## config.mk

```make
export PLATFORM = sky130hd
export DESIGN_NAME = posm_top
export DESIGN_NICKNAME = d
export VERILOG_FILES = /design/src/posm_pkg.sv /design/src/posm_src_mux.sv /design/src/posm_sync2.sv /design/src/posm_top.sv
export SDC_FILE = /design/constraint.sdc
export NUM_CORES = 1
export LEC_CHECK = 0
export ABC_AREA = 1
export BUFFER_PORTS_ARGS = -buffer_cell sky130_fd_sc_hd__buf_2
export CAP_MARGIN = 20
export CORE_MARGIN = 2
export CORE_UTILIZATION = 45
export DETAILED_ROUTE_END_ITERATION = 8
export PLACE_DENSITY_LB_ADDON = 0.2
export SLEW_MARGIN = 20
export SYNTH_ARGS = -nofsm -noshare
export SYNTH_HDL_FRONTEND = slang
export SYNTH_SLANG_ARGS = --single-unit
```

## constraint.sdc

```tcl
create_clock -name aclk -period 2.16 [get_ports aclk]
set_input_delay 0.216 -clock aclk [delete_from_list [all_inputs] [get_ports aclk]]
set_output_delay 0.216 -clock aclk [all_outputs]
set_load 0.01 [all_outputs]
```

## src/posm_pkg.sv

```systemverilog
// Purpose: Shared constants for the pin output source multiplexer.
// Assumes: 32-bit AXI4-Lite register bus, eight port D pins.
// Notes:   Offsets are byte addresses; every register is one aligned word.
package posm_pkg;

    localparam int          POSM_PINS        = 8;
    localparam int          POSM_CODES       = 32;
    localparam int          POSM_SEL_W       = 5;
    localparam int          POSM_ADDR_W      = 8;

    // Register byte offsets
    localparam logic [7:0]  POSM_OFS_LATCH   = 8'h00;
    localparam logic [7:0]  POSM_OFS_PINS    = 8'h04;
    localparam logic [7:0]  POSM_OFS_DIR     = 8'h08;
    localparam logic [7:0]  POSM_OFS_SEL     = 8'h20;
    localparam logic [7:0]  POSM_OFS_SEL_END = 8'h3C;

    // Field positions
    localparam int          POSM_SEL_LSB     = 0;
    localparam int          POSM_SEL_MSB     = 4;
    localparam int          POSM_IDX_LSB     = 2;
    localparam int          POSM_IDX_MSB     = 4;

    // Reset values
    localparam logic [7:0]  POSM_LATCH_RST   = 8'h00;
    localparam logic [7:0]  POSM_DIR_RST     = 8'hFF;
    localparam logic [4:0]  POSM_SEL_RST     = 5'h00;

    // Selection codes
    localparam logic [4:0]  POSM_CODE_LATCH  = 5'h00;
    localparam logic [4:0]  POSM_CODE_NCO    = 5'h03;
    localparam logic [4:0]  POSM_CODE_CLC1   = 5'h04;
    localparam logic [4:0]  POSM_CODE_CLC2   = 5'h05;
    localparam logic [4:0]  POSM_CODE_CLC3   = 5'h06;
    localparam logic [4:0]  POSM_CODE_CLC4   = 5'h07;
    localparam logic [4:0]  POSM_CODE_COGA   = 5'h08;
    localparam logic [4:0]  POSM_CODE_COGB   = 5'h09;
    localparam logic [4:0]  POSM_CODE_COGC   = 5'h0A;
    localparam logic [4:0]  POSM_CODE_COGD   = 5'h0B;
    localparam logic [4:0]  POSM_CODE_CAPTURE_COMPARE_ONE_OUTPUT   = 5'h0C;
    localparam logic [4:0]  POSM_CODE_CAPTURE_COMPARE_TWO_OUTPUT   = 5'h0D;
    localparam logic [4:0]  POSM_CODE_PWM3   = 5'h0E;
    localparam logic [4:0]  POSM_CODE_PWM4   = 5'h0F;
    localparam logic [4:0]  POSM_CODE_SCK    = 5'h10;
    localparam logic [4:0]  POSM_CODE_SDO    = 5'h11;
    localparam logic [4:0]  POSM_CODE_UTXCK  = 5'h14;
    localparam logic [4:0]  POSM_CODE_UDT    = 5'h15;
    localparam logic [4:0]  POSM_CODE_CMP1   = 5'h16;
    localparam logic [4:0]  POSM_CODE_CMP2   = 5'h17;

    // Codes that reach port D: latch, NCO, CLC3/4, COG B-D, PWM4, comparator 1
    localparam logic [31:0] POSM_PORT_D_PIN_REGISTER_SUPPORT = 32'h0040_8EC9;
    // Codes whose peripheral takes over the pin driver enable
    localparam logic [31:0] POSM_DIR_OVERRIDE  = 32'h0033_0F00;

    localparam logic [1:0]  POSM_RESP_OKAY   = 2'b00;
    localparam logic [1:0]  POSM_RESP_SLVERR = 2'b10;

endpackage : posm_pkg

```

## src/posm_src_mux.sv

```systemverilog
// Purpose: One pin's output source selector and driver enable.
// Assumes: Source bit 0 carries the pin's own latch bit.
// Notes:   Purely combinational between selection code and pin.
`timescale 1ns/1ps
module posm_src_mux #(
    parameter logic [31:0] SUPPORT  = posm_pkg::POSM_PORT_D_PIN_REGISTER_SUPPORT,
    parameter logic [31:0] OVERRIDE = posm_pkg::POSM_DIR_OVERRIDE
) (
    input  wire logic [4:0]  sel,
    input  wire logic [31:0] sources,
    input  wire logic        dir_is_input,
    output logic             pin_o,
    output logic             pin_oe
);

    logic code_ok;
    logic force_drive;

    // Codes that do not reach this port, and reserved codes, drive zero
    assign code_ok     = SUPPORT[sel];
    assign pin_o       = code_ok ? sources[sel] : 1'b0;
    assign force_drive = code_ok & OVERRIDE[sel];
    // Peripheral takes the driver regardless of the direction bit
    assign pin_oe      = force_drive ? 1'b1 : ~dir_is_input;

endmodule : posm_src_mux

```

## src/posm_sync2.sv

```systemverilog
// Purpose: Two-flop synchroniser for asynchronous pin levels.
// Assumes: Inputs arrive from outside the aclk domain.
// Notes:   First stage is read only by the second stage.
`timescale 1ns/1ps
module posm_sync2 #(
    parameter int W = 8
) (
    input  wire logic         aclk,
    input  wire logic         aresetn,
    input  wire logic         ce,
    input  wire logic [W-1:0] async_in,
    output logic      [W-1:0] sync_out
);

    logic [W-1:0] meta_ff;
    logic [W-1:0] sync_ff;

    always_ff @(posedge aclk)
    begin
        if (!aresetn)
        begin
            meta_ff <= '0;
            sync_ff <= '0;
        end
        else if (ce)
        begin
            meta_ff <= async_in;
            sync_ff <= meta_ff;
        end
    end

    assign sync_out = sync_ff;

endmodule : posm_sync2

```

## src/posm_top.sv

```systemverilog
// Purpose: Port D output latch and per-pin output source selection.
// Assumes: AXI4-Lite slave on aclk; peripheral outputs are on aclk.
// Notes:   Pin outputs are combinational from registers and sources.
//
// Notes on behaviour
// - Port D output latch is eight read/write bits, unknown at power-on; this design clears it to 00 on aresetn.
// - Select registers store only bits 4-0; bits 7-5 read zero.
// - Each pin is driven by the source its own code picks.
// - Code 0 latch, 3 oscillator, 4-7 logic cells, 8-11 generator phases.
// - Codes 12-15 capture/PWM, 16-17 serial, 20-21 USART, 22-23 comparators.
// - Reserved codes drive a constant zero on the pin.
// - Only codes supported on this port reach the pin.
// - Some peripherals override the direction and force the driver on.
// - Selection codes clear to zero at power-on reset.
// - Pin register writes go to the latch; reads return pin levels.
//
// The implementer's own choices: the address map and the AXI4-Lite interface to the registers.
`timescale 1ns/1ps
module posm_top #(
    parameter int          PINS     = posm_pkg::POSM_PINS,
    parameter logic [31:0] SUPPORT  = posm_pkg::POSM_PORT_D_PIN_REGISTER_SUPPORT,
    parameter logic [31:0] OVERRIDE = posm_pkg::POSM_DIR_OVERRIDE
) (
    input  wire logic            aclk,
    input  wire logic            aresetn,
    input  wire logic            ce,
    // AXI4-Lite write address
    input  wire logic            s_axi_awvalid,
    output logic                 s_axi_awready,
    input  wire logic [7:0]      s_axi_awaddr,
    input  wire logic [2:0]      s_axi_awprot,
    // AXI4-Lite write data
    input  wire logic            s_axi_wvalid,
    output logic                 s_axi_wready,
    input  wire logic [31:0]     s_axi_wdata,
    input  wire logic [3:0]      s_axi_wstrb,
    // AXI4-Lite write response
    output logic                 s_axi_bvalid,
    input  wire logic            s_axi_bready,
    output logic [1:0]           s_axi_bresp,
    // AXI4-Lite read address
    input  wire logic            s_axi_arvalid,
    output logic                 s_axi_arready,
    input  wire logic [7:0]      s_axi_araddr,
    input  wire logic [2:0]      s_axi_arprot,
    // AXI4-Lite read data
    output logic                 s_axi_rvalid,
    input  wire logic            s_axi_rready,
    output logic [31:0]          s_axi_rdata,
    output logic [1:0]           s_axi_rresp,
    // Peripheral outputs, same clock
    input  wire logic            numeric_osc_output,
    input  wire logic            logic_cell_one_output,
    input  wire logic            logic_cell_two_output,
    input  wire logic            logic_cell_three_output,
    input  wire logic            logic_cell_four_output,
    input  wire logic            complementary_gen_phase_a,
    input  wire logic            complementary_gen_phase_b,
    input  wire logic            complementary_gen_phase_c,
    input  wire logic            complementary_gen_phase_d,
    input  wire logic            capture_compare_one_output,
    input  wire logic            capture_compare_two_output,
    input  wire logic            pwm_channel_three_output,
    input  wire logic            pwm_channel_four_output,
    input  wire logic            serial_clock_out,
    input  wire logic            serial_data_out,
    input  wire logic            usart_transmit_clock,
    input  wire logic            usart_sync_data,
    input  wire logic            comparator_one_output,
    input  wire logic            comparator_two_output,
    // Port D pins
    input  wire logic [PINS-1:0] pin_in,
    output logic      [PINS-1:0] pin_out,
    output logic      [PINS-1:0] pin_oe
);

    // Register state
    logic [PINS-1:0] port_d_output_latch_ff;
    logic [PINS-1:0] pin_direction_control_ff;
    logic [4:0]      pin_output_source_select_ff [PINS];

    // Write channel state
    logic            aw_held_ff;
    logic [7:0]      aw_addr_ff;
    logic            w_held_ff;
    logic [31:0]     w_data_ff;
    logic            w_lane0_ff;
    logic            bvalid_ff;
    logic [1:0]      bresp_ff;

    // Read channel state
    logic            rvalid_ff;
    logic [31:0]     rdata_ff;
    logic [1:0]      rresp_ff;

    // Decode and selection
    logic            aw_take;
    logic            w_take;
    logic            ar_take;
    logic            do_write;

    logic            wr_latch;
    logic            wr_pins;
    logic            wr_dir;
    logic            wr_sel_any;
    logic            wr_hit;
    logic            wr_lane;
    logic [2:0]      wr_idx;

    logic            rd_latch;
    logic            rd_pins;
    logic            rd_dir;
    logic            rd_sel_any;
    logic            rd_hit;
    logic [2:0]      rd_idx;

    logic [31:0]     rd_word;
    logic [31:0]     nxt_rdata;
    logic [1:0]      nxt_bresp;
    logic [1:0]      nxt_rresp;
    logic [PINS-1:0] nxt_latch;
    logic [PINS-1:0] pin_level;
    logic [31:0]     shared_src;

    assign aw_take = s_axi_awvalid & s_axi_awready;
    assign w_take  = s_axi_wvalid & s_axi_wready;
    assign ar_take = s_axi_arvalid & s_axi_arready;

    // One write in flight; both halves may arrive in either order
    // Clock enable low stalls every handshake, so no beat is lost
    assign s_axi_awready = ce & ~aw_held_ff & ~bvalid_ff;
    assign s_axi_wready  = ce & ~w_held_ff & ~bvalid_ff;
    assign s_axi_arready = ce & ~rvalid_ff;
    assign do_write      = aw_held_ff & w_held_ff & ~bvalid_ff;

    assign wr_latch   = (aw_addr_ff == posm_pkg::POSM_OFS_LATCH);
    assign wr_pins    = (aw_addr_ff == posm_pkg::POSM_OFS_PINS);
    assign wr_dir     = (aw_addr_ff == posm_pkg::POSM_OFS_DIR);
    assign wr_sel_any = (aw_addr_ff >= posm_pkg::POSM_OFS_SEL)
                      & (aw_addr_ff <= posm_pkg::POSM_OFS_SEL_END)
                      & (aw_addr_ff[1:0] == 2'b00);
    assign wr_hit     = wr_latch | wr_pins | wr_dir | wr_sel_any;
    // Selector index is the word within the select block
    assign wr_idx     = aw_addr_ff[posm_pkg::POSM_IDX_MSB:posm_pkg::POSM_IDX_LSB];
    // Registers are eight bits wide, so only lane 0 carries data
    assign wr_lane    = do_write & w_lane0_ff;

    assign rd_latch   = (s_axi_araddr == posm_pkg::POSM_OFS_LATCH);
    assign rd_pins    = (s_axi_araddr == posm_pkg::POSM_OFS_PINS);
    assign rd_dir     = (s_axi_araddr == posm_pkg::POSM_OFS_DIR);
    assign rd_sel_any = (s_axi_araddr >= posm_pkg::POSM_OFS_SEL)
                      & (s_axi_araddr <= posm_pkg::POSM_OFS_SEL_END)
                      & (s_axi_araddr[1:0] == 2'b00);
    assign rd_hit     = rd_latch | rd_pins | rd_dir | rd_sel_any;
    assign rd_idx     = s_axi_araddr[posm_pkg::POSM_IDX_MSB:posm_pkg::POSM_IDX_LSB];

    // Pin register reads see synchronised pin levels, not the latch
    assign rd_word = rd_latch   ? {24'h000000, port_d_output_latch_ff}
                   : rd_pins    ? {24'h000000, pin_level}
                   : rd_dir     ? {24'h000000, pin_direction_control_ff}
                   : rd_sel_any ? {27'h0000000, pin_output_source_select_ff[rd_idx]}
                   : 32'h00000000;
    assign nxt_rdata = rd_word;
    assign nxt_rresp = rd_hit ? posm_pkg::POSM_RESP_OKAY : posm_pkg::POSM_RESP_SLVERR;
    assign nxt_bresp = wr_hit ? posm_pkg::POSM_RESP_OKAY : posm_pkg::POSM_RESP_SLVERR;

    // Both data offsets land in the same latch
    assign nxt_latch = (wr_lane & (wr_latch | wr_pins))
                     ? w_data_ff[PINS-1:0] : port_d_output_latch_ff;

    always_ff @(posedge aclk)
    begin
        if (!aresetn)
        begin
            aw_held_ff <= 1'b0;
            aw_addr_ff <= 8'h00;
            w_held_ff  <= 1'b0;
            w_data_ff  <= 32'h00000000;
            w_lane0_ff <= 1'b0;
            bvalid_ff  <= 1'b0;
            bresp_ff   <= posm_pkg::POSM_RESP_OKAY;
        end
        else if (ce)
        begin
            if (aw_take)
            begin
                aw_held_ff <= 1'b1;
                aw_addr_ff <= s_axi_awaddr;
            end
            else if (do_write)
            begin
                aw_held_ff <= 1'b0;
            end

            if (w_take)
            begin
                w_held_ff  <= 1'b1;
                w_data_ff  <= s_axi_wdata;
                w_lane0_ff <= s_axi_wstrb[0];
            end
            else if (do_write)
            begin
                w_held_ff <= 1'b0;
            end

            // Response rises one cycle after both halves are held
            if (do_write)
            begin
                bvalid_ff <= 1'b1;
                bresp_ff  <= nxt_bresp;
            end
            else if (s_axi_bready)
            begin
                bvalid_ff <= 1'b0;
            end
        end
    end

    always_ff @(posedge aclk)
    begin
        if (!aresetn)
        begin
            rvalid_ff <= 1'b0;
            rdata_ff  <= 32'h00000000;
            rresp_ff  <= posm_pkg::POSM_RESP_OKAY;
        end
        else if (ce)
        begin
            // Read data captured at the address edge, held until taken
            if (ar_take)
            begin
                rvalid_ff <= 1'b1;
                rdata_ff  <= nxt_rdata;
                rresp_ff  <= nxt_rresp;
            end
            else if (s_axi_rready)
            begin
                rvalid_ff <= 1'b0;
            end
        end
    end

    // Bus reset stands for power-on; unknown latch content is given a value
    always_ff @(posedge aclk)
    begin
        if (!aresetn)
        begin
            port_d_output_latch_ff   <= posm_pkg::POSM_LATCH_RST;
            pin_direction_control_ff <= posm_pkg::POSM_DIR_RST;
        end
        else if (ce)
        begin
            port_d_output_latch_ff <= nxt_latch;
            if (wr_lane & wr_dir)
            begin
                pin_direction_control_ff <= w_data_ff[PINS-1:0];
            end
        end
    end

    // Answers hide while frozen, so none is taken twice
    assign s_axi_bvalid = ce & bvalid_ff;
    assign s_axi_bresp  = bresp_ff;
    assign s_axi_rvalid = ce & rvalid_ff;
    assign s_axi_rdata  = rdata_ff;
    assign s_axi_rresp  = rresp_ff;

    // Pins are asynchronous: two flops before any read
    posm_sync2 #(
        .W (PINS)
    ) u_pin_sync (
        .aclk     (aclk),
        .aresetn  (aresetn),
        .ce       (ce),
        .async_in (pin_in),
        .sync_out (pin_level)
    );

    // Common sources; bit 0 is replaced by each pin's own latch bit
    assign shared_src = {
        8'h00,                                  // 11xxx reserved
        comparator_two_output,                  // 10111
        comparator_one_output,                  // 10110
        usart_sync_data,                        // 10101
        usart_transmit_clock,                   // 10100
        2'b00,                                  // 10011, 10010 reserved
        serial_data_out,                        // 10001
        serial_clock_out,                       // 10000
        pwm_channel_four_output,                // 01111
        pwm_channel_three_output,               // 01110
        capture_compare_two_output,             // 01101
        capture_compare_one_output,             // 01100
        complementary_gen_phase_d,              // 01011
        complementary_gen_phase_c,              // 01010
        complementary_gen_phase_b,              // 01001
        complementary_gen_phase_a,              // 01000
        logic_cell_four_output,                 // 00111
        logic_cell_three_output,                // 00110
        logic_cell_two_output,                  // 00101
        logic_cell_one_output,                  // 00100
        numeric_osc_output,                     // 00011
        2'b00,                                  // 00010, 00001 reserved
        1'b0
    };

    genvar gi;

    generate
        for (gi = 0; gi < PINS; gi++)
        begin : g_pin
            logic        sel_we;
            logic [31:0] pin_src;

            // Only the addressed pin's selector takes the write
            assign sel_we  = wr_lane & wr_sel_any & (wr_idx == 3'(gi));
            assign pin_src = {shared_src[31:1], port_d_output_latch_ff[gi]};

            always_ff @(posedge aclk)
            begin
                if (!aresetn)
                begin
                    pin_output_source_select_ff[gi] <= posm_pkg::POSM_SEL_RST;
                end
                else if (ce && sel_we)
                begin
                    // Upper three bits are not stored
                    pin_output_source_select_ff[gi] <=
                        w_data_ff[posm_pkg::POSM_SEL_MSB:posm_pkg::POSM_SEL_LSB];
                end
            end

            posm_src_mux #(
                .SUPPORT  (SUPPORT),
                .OVERRIDE (OVERRIDE)
            ) u_mux (
                .sel          (pin_output_source_select_ff[gi]),
                .sources      (pin_src),
                .dir_is_input (pin_direction_control_ff[gi]),
                .pin_o        (pin_out[gi]),
                .pin_oe       (pin_oe[gi])
            );
        end
    endgenerate

    // Protection bits carry no meaning for these registers
    logic unused_prot;
    assign unused_prot = ^{s_axi_awprot, s_axi_arprot, s_axi_wstrb[3:1]};

endmodule : posm_top

```

==> run_results.csv <==
group,metric,value,unit
floorplan,fp.dieH,130.5,um
global_routing,gr-total-overflow,0,
place,place_congestion,0.9288,
power,powerDensity,570.7,mW/mm^2
logic_synthesis,synthArstFlopShare,0,%
timing,setup_ws,0.09502,ns
global_routing,grt_max_degree,60,
setup_path,crit_slowest_cell,"edfxtp_1",
setup_path,cp_max_fo,11,
power,ir_drop,448.8,uV
logic_synthesis,yosysTopAreaCell,"dfxtp_1",
floorplan,num_io_pins,150,
cells_and_area,nets,1250,
place,place_ws,0.2145,ns
setup_path,slowest_delay,0.42,ns
logic_synthesis,yosysUniqueCellTypes,41,
cells_and_area,multi_input_area,0.004004,sq mm
cells_and_area,fin_cells,1354,
timing,min_period_over_period,95.60,%
place,port_buffers,90,
routing,drt-total-wl,22300,um
cells_and_area,num_antenna_cells,0,
floorplan,placement_rows,46,
clocking,htreeDepth,3,
timing,fmax,0.4843,GHz
routing,drcViolationCount,0,
clocking,clkTransAtPathRegs,0.07,ns
min_path,hold_path_class,"in -> reg",
timing,timing.hold.ws,0.09265,ns
logic_synthesis,synth_top_area_share,17.52,%
logic_synthesis,synth_edf_count,40,
routing,wire_per_inst,16.47,um
floorplan,core,0.01577,sq mm
logic_synthesis,syn_area_per_cell,6.937,sq um
logic_synthesis,ys.flop_type,"dfxtp_1",
timing,maxSlewViolCount,0,
logic_synthesis,yosys-top-cells-area,"dfxtp_1, edfxtp_1, nand2_1",
power,p_leak,3.715,nW
setup_path,cp_cell_sequence,"buf_4, ha_1, o21ai_0, a21oi_1, a31oi_1, o21ai_1, buf_2",
cells_and_area,fillCellCount,1615,
run,cap_viol_max_count,0,
routing,vias,7355,
clocking,cts_tree,"yes",
logic_synthesis,yosysSeqAreaShare,34.20,%
routing,first_pass_iters,5,
setup_path,critPathTopFamily,"compound AO/OA/AOI/OAI gates",
routing,detail-route-antenna-nets,0,
floorplan,dieArea,0.01703,sq mm
routing,vias_per_cell,5.432,
clocking,ctsLongestPathBuffers,2,
setup_path,end_kind,"output port",
global_routing,grt_pass1_wl,34110,um
timing,rsz0062_at_grt,"true",
logic_synthesis,ys_ff_latch,103,
logic_synthesis,yosysMostFrequentCell,"nand2_1",
timing,finalClockSkew,0.005997,ns
setup_path,cp-start-kind,"register",
place,dp.cells,1318,
logic_synthesis,syn_area,0.007201,sq mm
timing,max_slew.worst_pin.slew,0.6263,ns
place,hpwl,16040,um
logic_synthesis,synthTopCellsByCount,"nand2_1, nor2_1, o21ai_0, a21oi_1, nand3_1",
global_routing,antenna_found_initial,0,
global_routing,grt_pass1_vias,6420,
outcome,status,"complete, no violations",
routing,first_iter_violations,709,
timing,finalSetupViolCount,0,
timing,min_period,2.065,ns
clocking,ctsHoldBuffers,0,
setup_path,critPathKind,"reg -> out",
clocking,cts_buffers,9,
cells_and_area,area_growth,16.80,%
clocking,cts_root_buffer,"clkbuf_16",
timing,hold_viol_final,0,
cells_and_area,regArea,0.002462,sq mm
logic_synthesis,ys_warn_count,0,
setup_path,cp.arrival,1.85,ns
global_routing,track_usage,25.95,%
floorplan,die_width,130.5,um
cells_and_area,drive_gt1_share,19.51,%
clocking,worst_skew_pair.late_latency,0.35,ns
setup_path,path_buf_inv,2,
timing,slew_headroom,58.20,%
logic_synthesis,syn_inst,1038,
floorplan,start_util,45.66,%
setup_path,cp.required,1.94,ns
clocking,cts.sinks,103,
-- power breakdown --
group	internal, mW	leakage, nW	total (mW)	switching, mW
Combinational	0.285	2.63	0.843	0.558
Sequential	2.09	0.929	2.15	0.0588
Clock	1.13	0.161	1.81	0.674
-- cells in the final DEF (no fill, tap or decap), types with 10 or more instances in the layout --
| cell type | instances |
|---|---|
| nor3_1 | 11 |
| a21oi_1 | 105 |
| o21ai_0 | 103 |
| inv_1 | 72 |
| o211ai_1 | 25 |
| conb_1 | 26 |
| ha_1 | 22 |
| nand2_1 | 184 |
| buf_2 | 88 |
| nor2_2 | 10 |
| dfxtp_1 | 63 |
| buf_4 | 48 |
| nor2_1 | 120 |
| o21ai_1 | 15 |
| nand3_1 | 81 |
| edfxtp_1 | 40 |
| nand4_1 | 15 |
| inv_2 | 19 |
-- layout make-up --
class	count	share of cell area (%)
clock buffer	12	2.812
sequential	103	29.28
multi-input combinational	774	47.60
clock inverter	4	1.131
timing repair buffer	148	11.54
inverter	97	4.418
tap	216	3.213
-- through the flow --
stage          utilization (%)  power [mW]  area, sq um  TNS [ns]
2_1_floorplan                -       2.731         7295         0
3_5_place_dp             49.38       2.972         7787         0
4_1_cts                  51.61       4.767         8139         0
3_3_place_gp             49.38       2.967         7787         0
6_report                 53.33       4.800         8411         0
5_1_grt                  53.33       5.000         8411  -0.04443
-- timing repair --
action / 4_1_cts / 5_1_grt
resized for setup: 7 / 51
pin swaps: 0 / 19
setup endpoints to repair: 5 / 12
endpoints found under the hold margin: 0 / 0
buffers inserted: 1 / 20
-- kinds of logic (layout without fill, tap and decap cells) --
logic type               after synthesis  in the layout  share of synthesized area (%)
AO/OA/AOI/OAI                        284            284                          21.86
flip-flops                           103            103                          34.20
buffers and inverters                186            261                          12.53
AND/OR/NAND/NOR                      440            440                          27.19
other                                  1             26                        0.05208
adder cells (fa/ha/maj)               24             24                          4.170
-- registers in the layout, indices dropped and copies added, names as in the netlist, 8 cells and up --
name	flops
pin_output_source_select_ff	40
aw_addr_ff	8
pin_direction_control_ff	8
port_d_output_latch_ff	8
s_axi_rdata	8
u_pin_sync.meta_ff	8
u_pin_sync.sync_out	8
w_data_ff	8
-- worst paths after layout --
| check | from | endpoint | depth (start not counted) | slack (ns) |
|---|---|---|---|---|
| min reg2reg | s_axi_rdata[6]$_SDFFE_PN0P_ | s_axi_rdata[6]$_SDFFE_PN0P_ | 2 | 0.47 |
| min | pin_in[6] | u_pin_sync.meta_ff[6]$_SDFFE_PN0P_ | 3 | 0.09 |
| max | pin_output_source_select_ff[3][0]$_SDFFCE_PN0P_ | pin_oe[3] | 7 | 0.1 |
| max reg2reg | aw_addr_ff[7]$_SDFFE_PN0P_ | pin_output_source_select_ff[0][2]$_SDFFCE_PN0P_ | 7 | 0.23 |
-- routing by layer --
| layer | up-vias | wire, um | track usage (%) |
|---|---|---|---|
| li1 | 3645 | - | - |
| met1 | 3293 | 9938 | 36.32 |
| met2 | 349 | 9700 | 39.98 |
| met3 | 68 | 1763 | 3.298 |
| met4 | 0 | 894 | 12.27 |
| met5 | - | 0 | 0 |
-- worst register-to-register path, stage by stage, from the launching register on --
cell and delay (ns):
dfxtp_1 0.31, or2_1 0.23, inv_2 0.07, nand3_1 0.08, nor2_1 0.25, nand3_1 0.26, o21ai_0 0.27, buf_4 0.18
Power figures use the tool's default switching activity.
